<file path="config.mk">
export PLATFORM = sky130hd
export DESIGN_NAME = sdd_core
export DESIGN_NICKNAME = d
export VERILOG_FILES = /design/src/sdd_sinc3.v /design/src/sdd_core.v
export VERILOG_INCLUDE_DIRS = /design/src
export SDC_FILE = /design/constraint.sdc
export NUM_CORES = 1
export LEC_CHECK = 0
export BUFFER_PORTS_ARGS = -buffer_cell sky130_fd_sc_hd__buf_2
export CORE_ASPECT_RATIO = 1.1
export CORE_MARGIN = 1
export CORE_UTILIZATION = 63
export DETAILED_ROUTE_END_ITERATION = 7
export GPL_TIMING_DRIVEN = 0
export PLACE_DENSITY = 0.81
export SETUP_SLACK_MARGIN = 0.2
export SLEW_MARGIN = 0
export SYNTH_ARGS = -nofsm -noshare
export SYNTH_HDL_FRONTEND = slang
export SYNTH_SLANG_ARGS = --single-unit
</file>
<file path="constraint.sdc">
create_clock -name clk -period 8.7 [get_ports clk]
set_input_delay 0.87 -clock clk [delete_from_list [all_inputs] [get_ports clk]]
set_output_delay 0.87 -clock clk [all_outputs]
set_load 0.05 [all_outputs]
</file>
<file path="src/sdd_defs.vh">
// Constants for the sigma-delta decimation control block.
`ifndef SDD_DEFS_VH
`define SDD_DEFS_VH
`define SDD_ADDR_DECIM 8'hd4
`define SDD_ADDR_MODE 8'hd1
`define SDD_ADDR_STATUS 8'hd8
`define SDD_ADDR_CTRL 8'hd2
`define SDD_DECIM_RESET 8'h45
`define SDD_DECIM_MIN_OFF 8'h03
`define SDD_DECIM_MIN_ON 8'h0d
`define SDD_MODE_RESET 8'h00
`define SDD_CTRL_RESET 8'h00
`define SDD_MODE_CHOP_DIS 3
`define SDD_MODE_NOTCH 6
`define SDD_CTRL_REFSEL_MAIN 0
`define SDD_CTRL_REFSEL_AUX 1
`define SDD_CTRL_BUF_LO 2
`define SDD_CTRL_BUF_HI 3
`define SDD_CTRL_BURNOUT 4
`define SDD_CTRL_CAL_OFS 5
`define SDD_CTRL_CAL_GAIN 6
`define SDD_STAT_NOREF 4
`define SDD_STAT_ERR_MAIN 3
`define SDD_STAT_ERR_AUX 2
`define SDD_STAT_RDY 7
`define SDD_STAT_CAL 6
`define SDD_OSR 8
`define SDD_CHOP_MULT 3
`define SDD_SETTLE_CONV 3
`define SDD_NOTCH_LEN 546
`endif

</file>
<file path="src/sdd_sinc3.v">
// Third-order sinc decimator for a 1-bit modulator stream.
`timescale 1ns/1ps
module sdd_sinc3 #(
  parameter W = 36
) (
  input wire clk, // System clock.
  input wire sys_rst, // Synchronous reset, active high.
  input wire bit_in, // Modulator bit, synchronised.
  input wire sample_en, // One pulse per modulator sample.
  input wire dump, // Decimation boundary, coincides with sample_en.
  output reg [W-1:0] result // Filtered output, updated on dump.
);
  reg [W-1:0] i1, i2, i3, d1, d2, d3;
  wire [W-1:0] c1 = i3 - d1;
  wire [W-1:0] c2 = c1 - d2;
  wire [W-1:0] c3 = c2 - d3;
  // Integrators run each sample; combs run at the decimated rate.
  always @(posedge clk) begin
    if (sys_rst) begin
      i1 <= {W{1'b0}};
      i2 <= {W{1'b0}};
      i3 <= {W{1'b0}};
      d1 <= {W{1'b0}};
      d2 <= {W{1'b0}};
      d3 <= {W{1'b0}};
      result <= {W{1'b0}};
    end else if (sample_en) begin
      i1 <= i1 + {{(W-1){1'b0}}, bit_in};
      i2 <= i2 + i1;
      i3 <= i3 + i2;
      if (dump) begin
        d1 <= i3;
        d2 <= c1;
        d3 <= c2;
        result <= c3;
      end
    end
  end
endmodule

</file>
<file path="src/sdd_core.v">
// Decimation control, reference detect and registers of the sigma-delta back end.
// Summary of operation
// - Decimation word register sets the sinc3 decimation factor and output rate.
// - Rate is modulator rate over 8 times word, times 3 more with chop.
// - Chop off: word must be 3 to 255; software keeps it there.
// - Chop on: words below 13 act as 13; maximum is 255.
// - Chop-disable mode bit: 0 enables chopping, 1 disables it.
// - Mode bit 6 adds a fixed 60 Hz notch to the filter.
// - Each converter picks internal or external reference by its select bit.
// - Missing reference sets flag, clamps results, blocks calibration updates.
// - Reference loss during calibration keeps register and sets its error flag.
// - Reference detect watches only the primary reference pin pair.
// - Calibration uses the same word as conversion: the word latched at the last chop-phase boundary, not the current software word.
// - Burnout sources usable only while input buffering is enabled.
// - Filter takes the 1-bit modulator output and makes multi-bit words.
// - Decimation word resets to 69.
// - Chop off: two results withheld after a step or channel change; the third is output.
`timescale 1ns/1ps
`include "sdd_defs.vh"
module sdd_core #(
  parameter MOD_DIV = 3052, // System cycles per modulator sample.
  parameter RES_W = 24, // Result width.
  parameter CAL_W = 24 // Calibration register width.
) (
  input wire clk, // 100 MHz system clock.
  input wire sys_rst, // Synchronous reset, active high.
  input wire [7:0] sfr_addr, // Register address.
  input wire [7:0] sfr_wdata, // Register write data.
  input wire sfr_wr, // Register write strobe.
  input wire sfr_rd, // Register read strobe.
  output reg [7:0] sfr_rdata, // Register read data.
  input wire mod_bit, // Modulator comparator bit, asynchronous.
  input wire ref_pos_ok, // Primary positive reference pin valid, asynchronous.
  input wire ref_neg_ok, // Primary negative reference pin valid, asynchronous.
  input wire ref2_ok, // Secondary reference pair valid, not monitored.
  input wire step_change, // Channel or synchronized step change pulse.
  output reg [RES_W-1:0] conv_data, // Conversion result.
  output reg conv_valid, // One-cycle pulse with a new result.
  output reg [CAL_W-1:0] cal_offset, // Offset calibration register.
  output reg [CAL_W-1:0] cal_gain, // Gain calibration register.
  output wire main_use_ext_ref, // Main converter uses external reference.
  output wire aux_use_ext_ref, // Auxiliary converter uses external reference.
  output wire burnout_en, // Burnout current sources enabled.
  output wire [1:0] input_buffer_select // Input buffer control.
);
  localparam ST_RUN = 2'd0;
  localparam ST_OFS = 2'd1;
  localparam ST_GAIN = 2'd2;
  localparam FW = 36;
  localparam [1:0] SETTLE_LOAD = `SDD_SETTLE_CONV - 1; // Skipped results after a step.
  reg [7:0] decimation_factor;
  reg [7:0] converter_mode_register;
  reg [7:0] ctrl;
  reg missing_reference_flag, main_cal_error_flag, aux_cal_error_flag, data_ready;
  reg [1:0] state;
  reg cal_aborted;
  reg [1:0] settle_cnt;
  reg [1:0] chop_phase;
  reg [7:0] active_word;
  reg [11:0] mod_cnt;
  reg [10:0] dec_cnt;
  reg [9:0] notch_cnt;
  reg [FW-1:0] notch_acc;
  reg mb_s1, mb_s2, rp_s1, rp_s2, rn_s1, rn_s2;
  wire sample_en = (mod_cnt == MOD_DIV - 1);
  wire chop_dis = converter_mode_register[`SDD_MODE_CHOP_DIS];
  wire notch_on = converter_mode_register[`SDD_MODE_NOTCH];
  wire ref_bad = ~(rp_s2 & rn_s2);
  wire [FW-1:0] sinc_out;
  // Chop on clamps short words to 13; chop off uses the word as written.
  wire [7:0] eff_word = (!chop_dis && decimation_factor < `SDD_DECIM_MIN_ON) ?
                        `SDD_DECIM_MIN_ON : decimation_factor;
  // One decimation period is eight modulator samples per unit of the latched word.
  wire [10:0] dec_len = {active_word, 3'b000};
  wire dump = sample_en && (dec_cnt == dec_len - 11'h001);
  wire last_phase = chop_dis || (chop_phase == `SDD_CHOP_MULT - 1);
  wire [FW-1:0] notch_out = notch_acc;
  wire [FW-1:0] filt = notch_on ? ((sinc_out >> 1) + (notch_out >> 1)) : sinc_out;
  wire [RES_W-1:0] scaled = filt[FW-1 -: RES_W];
  assign main_use_ext_ref = ctrl[`SDD_CTRL_REFSEL_MAIN];
  assign aux_use_ext_ref = ctrl[`SDD_CTRL_REFSEL_AUX];
  assign input_buffer_select = ctrl[`SDD_CTRL_BUF_HI:`SDD_CTRL_BUF_LO];
  assign burnout_en = ctrl[`SDD_CTRL_BURNOUT] && (input_buffer_select != 2'b00);

  // Pin inputs pass two flip-flops before use.
  always @(posedge clk) begin
    if (sys_rst) begin
      mb_s1 <= 1'b0;
      mb_s2 <= 1'b0;
      rp_s1 <= 1'b0;
      rp_s2 <= 1'b0;
      rn_s1 <= 1'b0;
      rn_s2 <= 1'b0;
    end else begin
      mb_s1 <= mod_bit;
      mb_s2 <= mb_s1;
      rp_s1 <= ref_pos_ok;
      rp_s2 <= rp_s1;
      rn_s1 <= ref_neg_ok;
      rn_s2 <= rn_s1;
    end
  end

  // The sinc3 decimator turns the modulator bits into multi-bit words.
  sdd_sinc3 #(.W(FW)) u_sinc (
    .clk(clk),
    .sys_rst(sys_rst),
    .bit_in(mb_s2),
    .sample_en(sample_en),
    .dump(dump),
    .result(sinc_out)
  );

  // Modulator-rate divider and decimation counters; word latched on each last-chop-phase boundary.
  always @(posedge clk) begin
    if (sys_rst) begin
      mod_cnt <= 12'h000;
      dec_cnt <= 11'h000;
      chop_phase <= 2'b00;
      active_word <= `SDD_DECIM_RESET;
    end else begin
      mod_cnt <= sample_en ? 12'h000 : mod_cnt + 12'h001;
      if (sample_en) begin
        if (dump) begin
          dec_cnt <= 11'h000;
          chop_phase <= last_phase ? 2'b00 : chop_phase + 2'b01;
          if (last_phase)
            active_word <= eff_word;
        end else begin
          dec_cnt <= dec_cnt + 11'h001;
        end
      end
    end
  end

  // Block sum over one 60 Hz period, restarted each period, approximates the added line notch.
  always @(posedge clk) begin
    if (sys_rst) begin
      notch_cnt <= 10'h000;
      notch_acc <= {FW{1'b0}};
    end else if (sample_en && notch_on) begin
      if (notch_cnt == `SDD_NOTCH_LEN - 1) begin
        notch_cnt <= 10'h000;
        notch_acc <= {{(FW-1){1'b0}}, mb_s2};
      end else begin
        notch_cnt <= notch_cnt + 10'h001;
        notch_acc <= notch_acc + {{(FW-1){1'b0}}, mb_s2};
      end
    end
  end

  // Result output, settling suppression, clamping and calibration capture.
  always @(posedge clk) begin
    if (sys_rst) begin
      conv_data <= {RES_W{1'b0}};
      conv_valid <= 1'b0;
      settle_cnt <= 2'b00;
      cal_offset <= {CAL_W{1'b0}};
      cal_gain <= {CAL_W{1'b0}};
      state <= ST_RUN;
      cal_aborted <= 1'b0;
      data_ready <= 1'b0;
      missing_reference_flag <= 1'b0;
      main_cal_error_flag <= 1'b0;
      aux_cal_error_flag <= 1'b0;
    end else begin
      conv_valid <= 1'b0;
      missing_reference_flag <= ref_bad;
      if (sfr_rd && sfr_addr == `SDD_ADDR_STATUS) begin
        data_ready <= 1'b0;
        main_cal_error_flag <= 1'b0;
        aux_cal_error_flag <= 1'b0;
      end
      if (step_change && chop_dis)
        settle_cnt <= SETTLE_LOAD;
      else if (sample_en && dump && last_phase) begin
        if (settle_cnt != 2'b00) begin
          settle_cnt <= settle_cnt - 2'b01;
        end else if (state == ST_RUN) begin
          conv_data <= ref_bad ? {RES_W{1'b1}} : scaled;
          conv_valid <= 1'b1;
          data_ready <= 1'b1;
        end
      end
      if (state != ST_RUN && ref_bad)
        cal_aborted <= 1'b1;
      // Calibration uses the running word; it completes on the next last-chop-phase boundary.
      if (state == ST_RUN && sfr_wr && sfr_addr == `SDD_ADDR_CTRL) begin
        cal_aborted <= 1'b0;
        if (sfr_wdata[`SDD_CTRL_CAL_OFS])
          state <= ST_OFS;
        else if (sfr_wdata[`SDD_CTRL_CAL_GAIN])
          state <= ST_GAIN;
      end else if (state != ST_RUN && sample_en && dump && last_phase) begin
        state <= ST_RUN;
        if (cal_aborted || ref_bad) begin
          if (state == ST_OFS)
            main_cal_error_flag <= 1'b1;
          else
            aux_cal_error_flag <= 1'b1;
        end else if (state == ST_OFS)
          cal_offset <= scaled;
        else
          cal_gain <= scaled;
      end
    end
  end

  // Register writes; the decimation word resets to 69.
  always @(posedge clk) begin
    if (sys_rst) begin
      decimation_factor <= `SDD_DECIM_RESET;
      converter_mode_register <= `SDD_MODE_RESET;
      ctrl <= `SDD_CTRL_RESET;
    end else if (sfr_wr) begin
      if (sfr_addr == `SDD_ADDR_DECIM)
        decimation_factor <= sfr_wdata;
      else if (sfr_addr == `SDD_ADDR_MODE)
        converter_mode_register <= sfr_wdata;
      else if (sfr_addr == `SDD_ADDR_CTRL)
        ctrl <= {1'b0, 2'b00, sfr_wdata[4:0]};
    end
  end

  // Read data, registered; unmapped addresses read zero.
  always @(posedge clk) begin
    if (sys_rst)
      sfr_rdata <= 8'h00;
    else if (sfr_rd) begin
      if (sfr_addr == `SDD_ADDR_DECIM)
        sfr_rdata <= decimation_factor;
      else if (sfr_addr == `SDD_ADDR_MODE)
        sfr_rdata <= converter_mode_register;
      else if (sfr_addr == `SDD_ADDR_CTRL)
        sfr_rdata <= ctrl;
      else if (sfr_addr == `SDD_ADDR_STATUS)
        sfr_rdata <= {data_ready, state != ST_RUN, 1'b0, missing_reference_flag,
                      main_cal_error_flag, aux_cal_error_flag, 2'b00};
      else
        sfr_rdata <= 8'h00;
    end
  end
endmodule

</file>
==> metrics.txt <==
H-tree Lvls 2; Setup Crit Path Kind register to register; top post-synthesis cells by area dfxtp_1 33%, ha_1 10%, nand2_1 6.9%; die footprint 43700 um2; Max Cap Viol 0; CP Buf/Inv Count 2; status completed; Reg power frac 47.1%; Final Net Count 3830; first-pass GRT wire length 127 mm; Cell Int Power 0.00339 W; CTS resizes 0; HPWL after DPL 62.4 mm; Lkg Pwr approximately 12 nW; unrepaired setup endpoints after global routing no; Avg Inst Size Synth ~7.9 um2; # hold bufs at CTS 0; Worst Skew 0.0225 ns; Layout area overhead 10.9%; width of the chip 199 um; total track usage 37.0%; Slew headroom 8.20%; vias in the first global route 24451; crit-path max cell delay 0.47 ns; Hold WS around 0.44 ns; Yosys top cell by area dfxtp_1; Final Slew Violations 0; clock root buffer clkbuf_16; worst-case reg-to-reg path depth 30; largest net degree at the start of global routing 15; Critical R2R Capture u_sinc.result[34]$_SDFFE_PP0P_; Worst path slowest cell a21boi_0; insertion delay to the later sink of the worst-skew pair 0.62 ns; main flop type after synthesis dfxtp_1; Synth Register Bits 447; family with the most delay on the worst path compound AO/OA/AOI/OAI gates; Cell Area, Synth 27000 um2; clock slew seen by the registers of the worst setup and hold paths 0.07 ns; share of layout cells above drive strength 1 6.88%; crit path launch type register; core area about 42000 um2; CTS tree yes; TritonCTS Sinks 447; Max Buffers Root-to-Sink 3; Starting DRT DRC Count between 1500 and 2000; Worst Setup End Kind register; Die Y-Extent 219 um; Tcrit/Tclk final between 80% and 90%; WL per Instance 19.6 um; Worst Max-Slew Pin Slew 1.38 ns; Via Count approximately 26000; top-area cell type share of the netlist area 33.1%; Max Freq 134 MHz; RePlAce Congestion 0.981; clock share of power 50.7%; synth warn 0; TritonCTS buffer count 47; post-route ant nets 0; Reg2Reg Setup Slack 1.23 ns; Final setup viols 0; Total Routed Length 82.2 mm; Yosys cell types 89; first drt pass iteration count 6; EDFF count, synth 0; Cell Pwr Density about 150 nW/um2; Critical Path Sink u_sinc.result[34]$_SDFFE_PP0P_; Sw Share 22.2%; Worst Path Arrival 8.00 ns; fillers 3532; Post-CTS Setup Bufs 0; CP required approximately 9 ns; initial antenna violation count 2; Async SR Flop Fraction 0%; Final Critical Period 7.47 ns; combinational power share 2.2%; Fin Setup TNS 0 ns; Port Buffer Count roughly 110; Critical Path Start u_sinc.i3[0]$_SDFFE_PP0N_; RR Startpoint u_sinc.i3[0]$_SDFFE_PP0N_; Switching Power 0.000967 W; Mapped Nets 3673; via density per instance 6.16; Seq/Total Area, Yosys 33.1%; Hold Vio Cnt, Final 0; initial core utilization a little under two thirds; Hold Crit Class register to register; VDD IR-drop max around 0.13 mV; gr ovfl total 0; crit-path max FO 7; Hold Path Depth 1; Stages on worst setup path 30; Cell Rows 79; I/O pin total 111; Post-Synthesis Cells 3425; # DRC 0
## sequential cells by signal, indices dropped and copies added, names as in the netlist, 2 cells and up
register / count
active_word: 8
mod_cnt: 12
u_sinc.result: 35
notch_acc: 36
settle_cnt: 2
ctrl: 5
cal_offset: 24
u_sinc.d1: 36
u_sinc.i3: 36
u_sinc.i2: 36
cal_gain: 24
notch_cnt: 10
decimation_factor: 8
chop_phase: 2
state: 2
dec_cnt: 11
u_sinc.i1: 36
u_sinc.d2: 36
converter_mode_register: 8
sfr_rdata: 8
u_sinc.d3: 36
conv_data: 24
## logic make-up after synthesis
family                   share of synthesized area (%)
AO/OA/AOI/OAI                                     21.4
XOR/XNOR                                          7.66
adder cells (fa/ha/maj)                           10.5
buffers and inverters                             4.34
flip-flops                                        33.1
multiplexers                                      1.39
AND/OR/NAND/NOR                                   21.6
## layer usage
metal  GRT usage, %  vias to the layer above  wire length [um]
met5              0                        -                 0
met4           23.0                        0              5420
met3           6.15                      274              5620
met2           63.1                     1003             38400
met1           43.1                    12129             32700
li1               -                    12389                 -
## worst register-to-register path: cells and delay by family, from the launching register on
family | cells | cell delay, ns
adder cells (fa/ha/maj) | 4 | 1.38
AND/OR/NAND/NOR | 6 | 1.11
AO/OA/AOI/OAI | 16 | 3.87
XOR/XNOR | 1 | 0.13
buffers and inverters | 2 | 0.16
multiplexers | 1 | 0.36
flip-flops | 1 | 0.39
## layout make-up
type / instances / area, um2 / share of cell area (%)
repair buffers: 108 / 543 / 1.81
plain buffers: 140 / 561 / 1.87
inverters: 163 / 612 / 2.04
multi-input cells: 2675 / 16900 / 56.4
clock buffers: 61 / 1340 / 4.47
clock inverters: 23 / 353 / 1.18
flip-flops and latches: 447 / 8950 / 29.9
well taps: 567 / 709 / 2.37
diodes: 1 / 2.50 / 0.00835
## layout by cell type, fill, tap and decap left out, types with 9 or more instances in the layout
master	n
a21boi_0	16
a21oi_1	367
or2_2	9
nor3_1	62
xor2_1	111
dfxtp_1	447
a31oi_1	33
o211ai_1	15
clkinv_2	12
inv_1	163
o21bai_1	21
buf_2	123
nand2_1	498
nor4_1	9
and3_1	38
a311oi_1	9
nand4_1	41
and4_1	15
nand3_1	93
a22o_1	11
o21ai_0	142
ha_1	218
o21a_1	26
a211oi_1	87
clkbuf_16	47
or3_1	40
nor2b_1	35
o31ai_1	12
clkbuf_8	11
nand3b_1	16
a21o_1	102
nor2_1	321
mux2i_1	32
nor4b_1	9
clkbuf_1	117
and2_1	15
nand2b_1	18
xnor2_1	120
## worst min path at each step
stage / from / end / slack (ns)
final: mb_s1$_SDFF_PP0_ / mb_s2$_SDFF_PP0_ / 0.44
after global routing: u_sinc.d2[17]$_SDFFE_PP0P_ / u_sinc.d2[17]$_SDFFE_PP0P_ / 0.46
after CTS: mb_s1$_SDFF_PP0_ / mb_s2$_SDFF_PP0_ / 0.44
after detailed placement: rn_s1$_SDFF_PP0_ / rn_s2$_SDFF_PP0_ / 0.43
after global placement: rn_s1$_SDFF_PP0_ / rn_s2$_SDFF_PP0_ / 0.42
after floorplan: mb_s1$_SDFF_PP0_ / mb_s2$_SDFF_PP0_ / 0.41
## metrics by stage
stage	cells	setup slack (ns)	total power (W)	cell area, um2	utilization (%)
3_5_place_dp	4100	1.39	0.00219	28300	66.8
6_report	4185	1.23	0.00436	30000	70.8
2_1_floorplan	3425	2.53	0.00215	27000	-
3_3_place_gp	4099	1.53	0.00219	28200	66.8
4_1_cts	4184	1.37	0.00437	30000	70.8
5_1_grt	4184	0.621	0.00446	30000	70.8
## Yosys cell counts (11+ instances only)
master and count:
a211oi_1 87, a21boi_0 16, a21o_1 102, a21oi_1 367
a22o_1 11, a31oi_1 33, and2_1 15, and3_1 38
and4_1 15, buf_2 16, clkbuf_1 114, dfxtp_1 447
ha_1 218, inv_1 163, mux2i_1 32, nand2_1 498
nand2b_1 18, nand3_1 93, nand3b_1 16, nand4_1 41
nor2_1 321, nor2b_1 35, nor3_1 62, o211ai_1 15
o21a_1 26, o21ai_0 142, o21bai_1 21, o31ai_1 12
or3_1 40, xnor2_1 120, xor2_1 111
## power groups by stage
stage / Clock (W) / Sequential (W) / Combinational, W
detailed placement: 0 / 0.00210 / 0.0000933
finish: 0.00221 / 0.00205 / 0.0000960
CTS: 0.00222 / 0.00205 / 0.0000938
global route: 0.00231 / 0.00205 / 0.0000993
global placement: 0 / 0.00210 / 0.0000923
floorplan: 0 / 0.00211 / 0.0000405
Power figures use the tool's default switching activity.
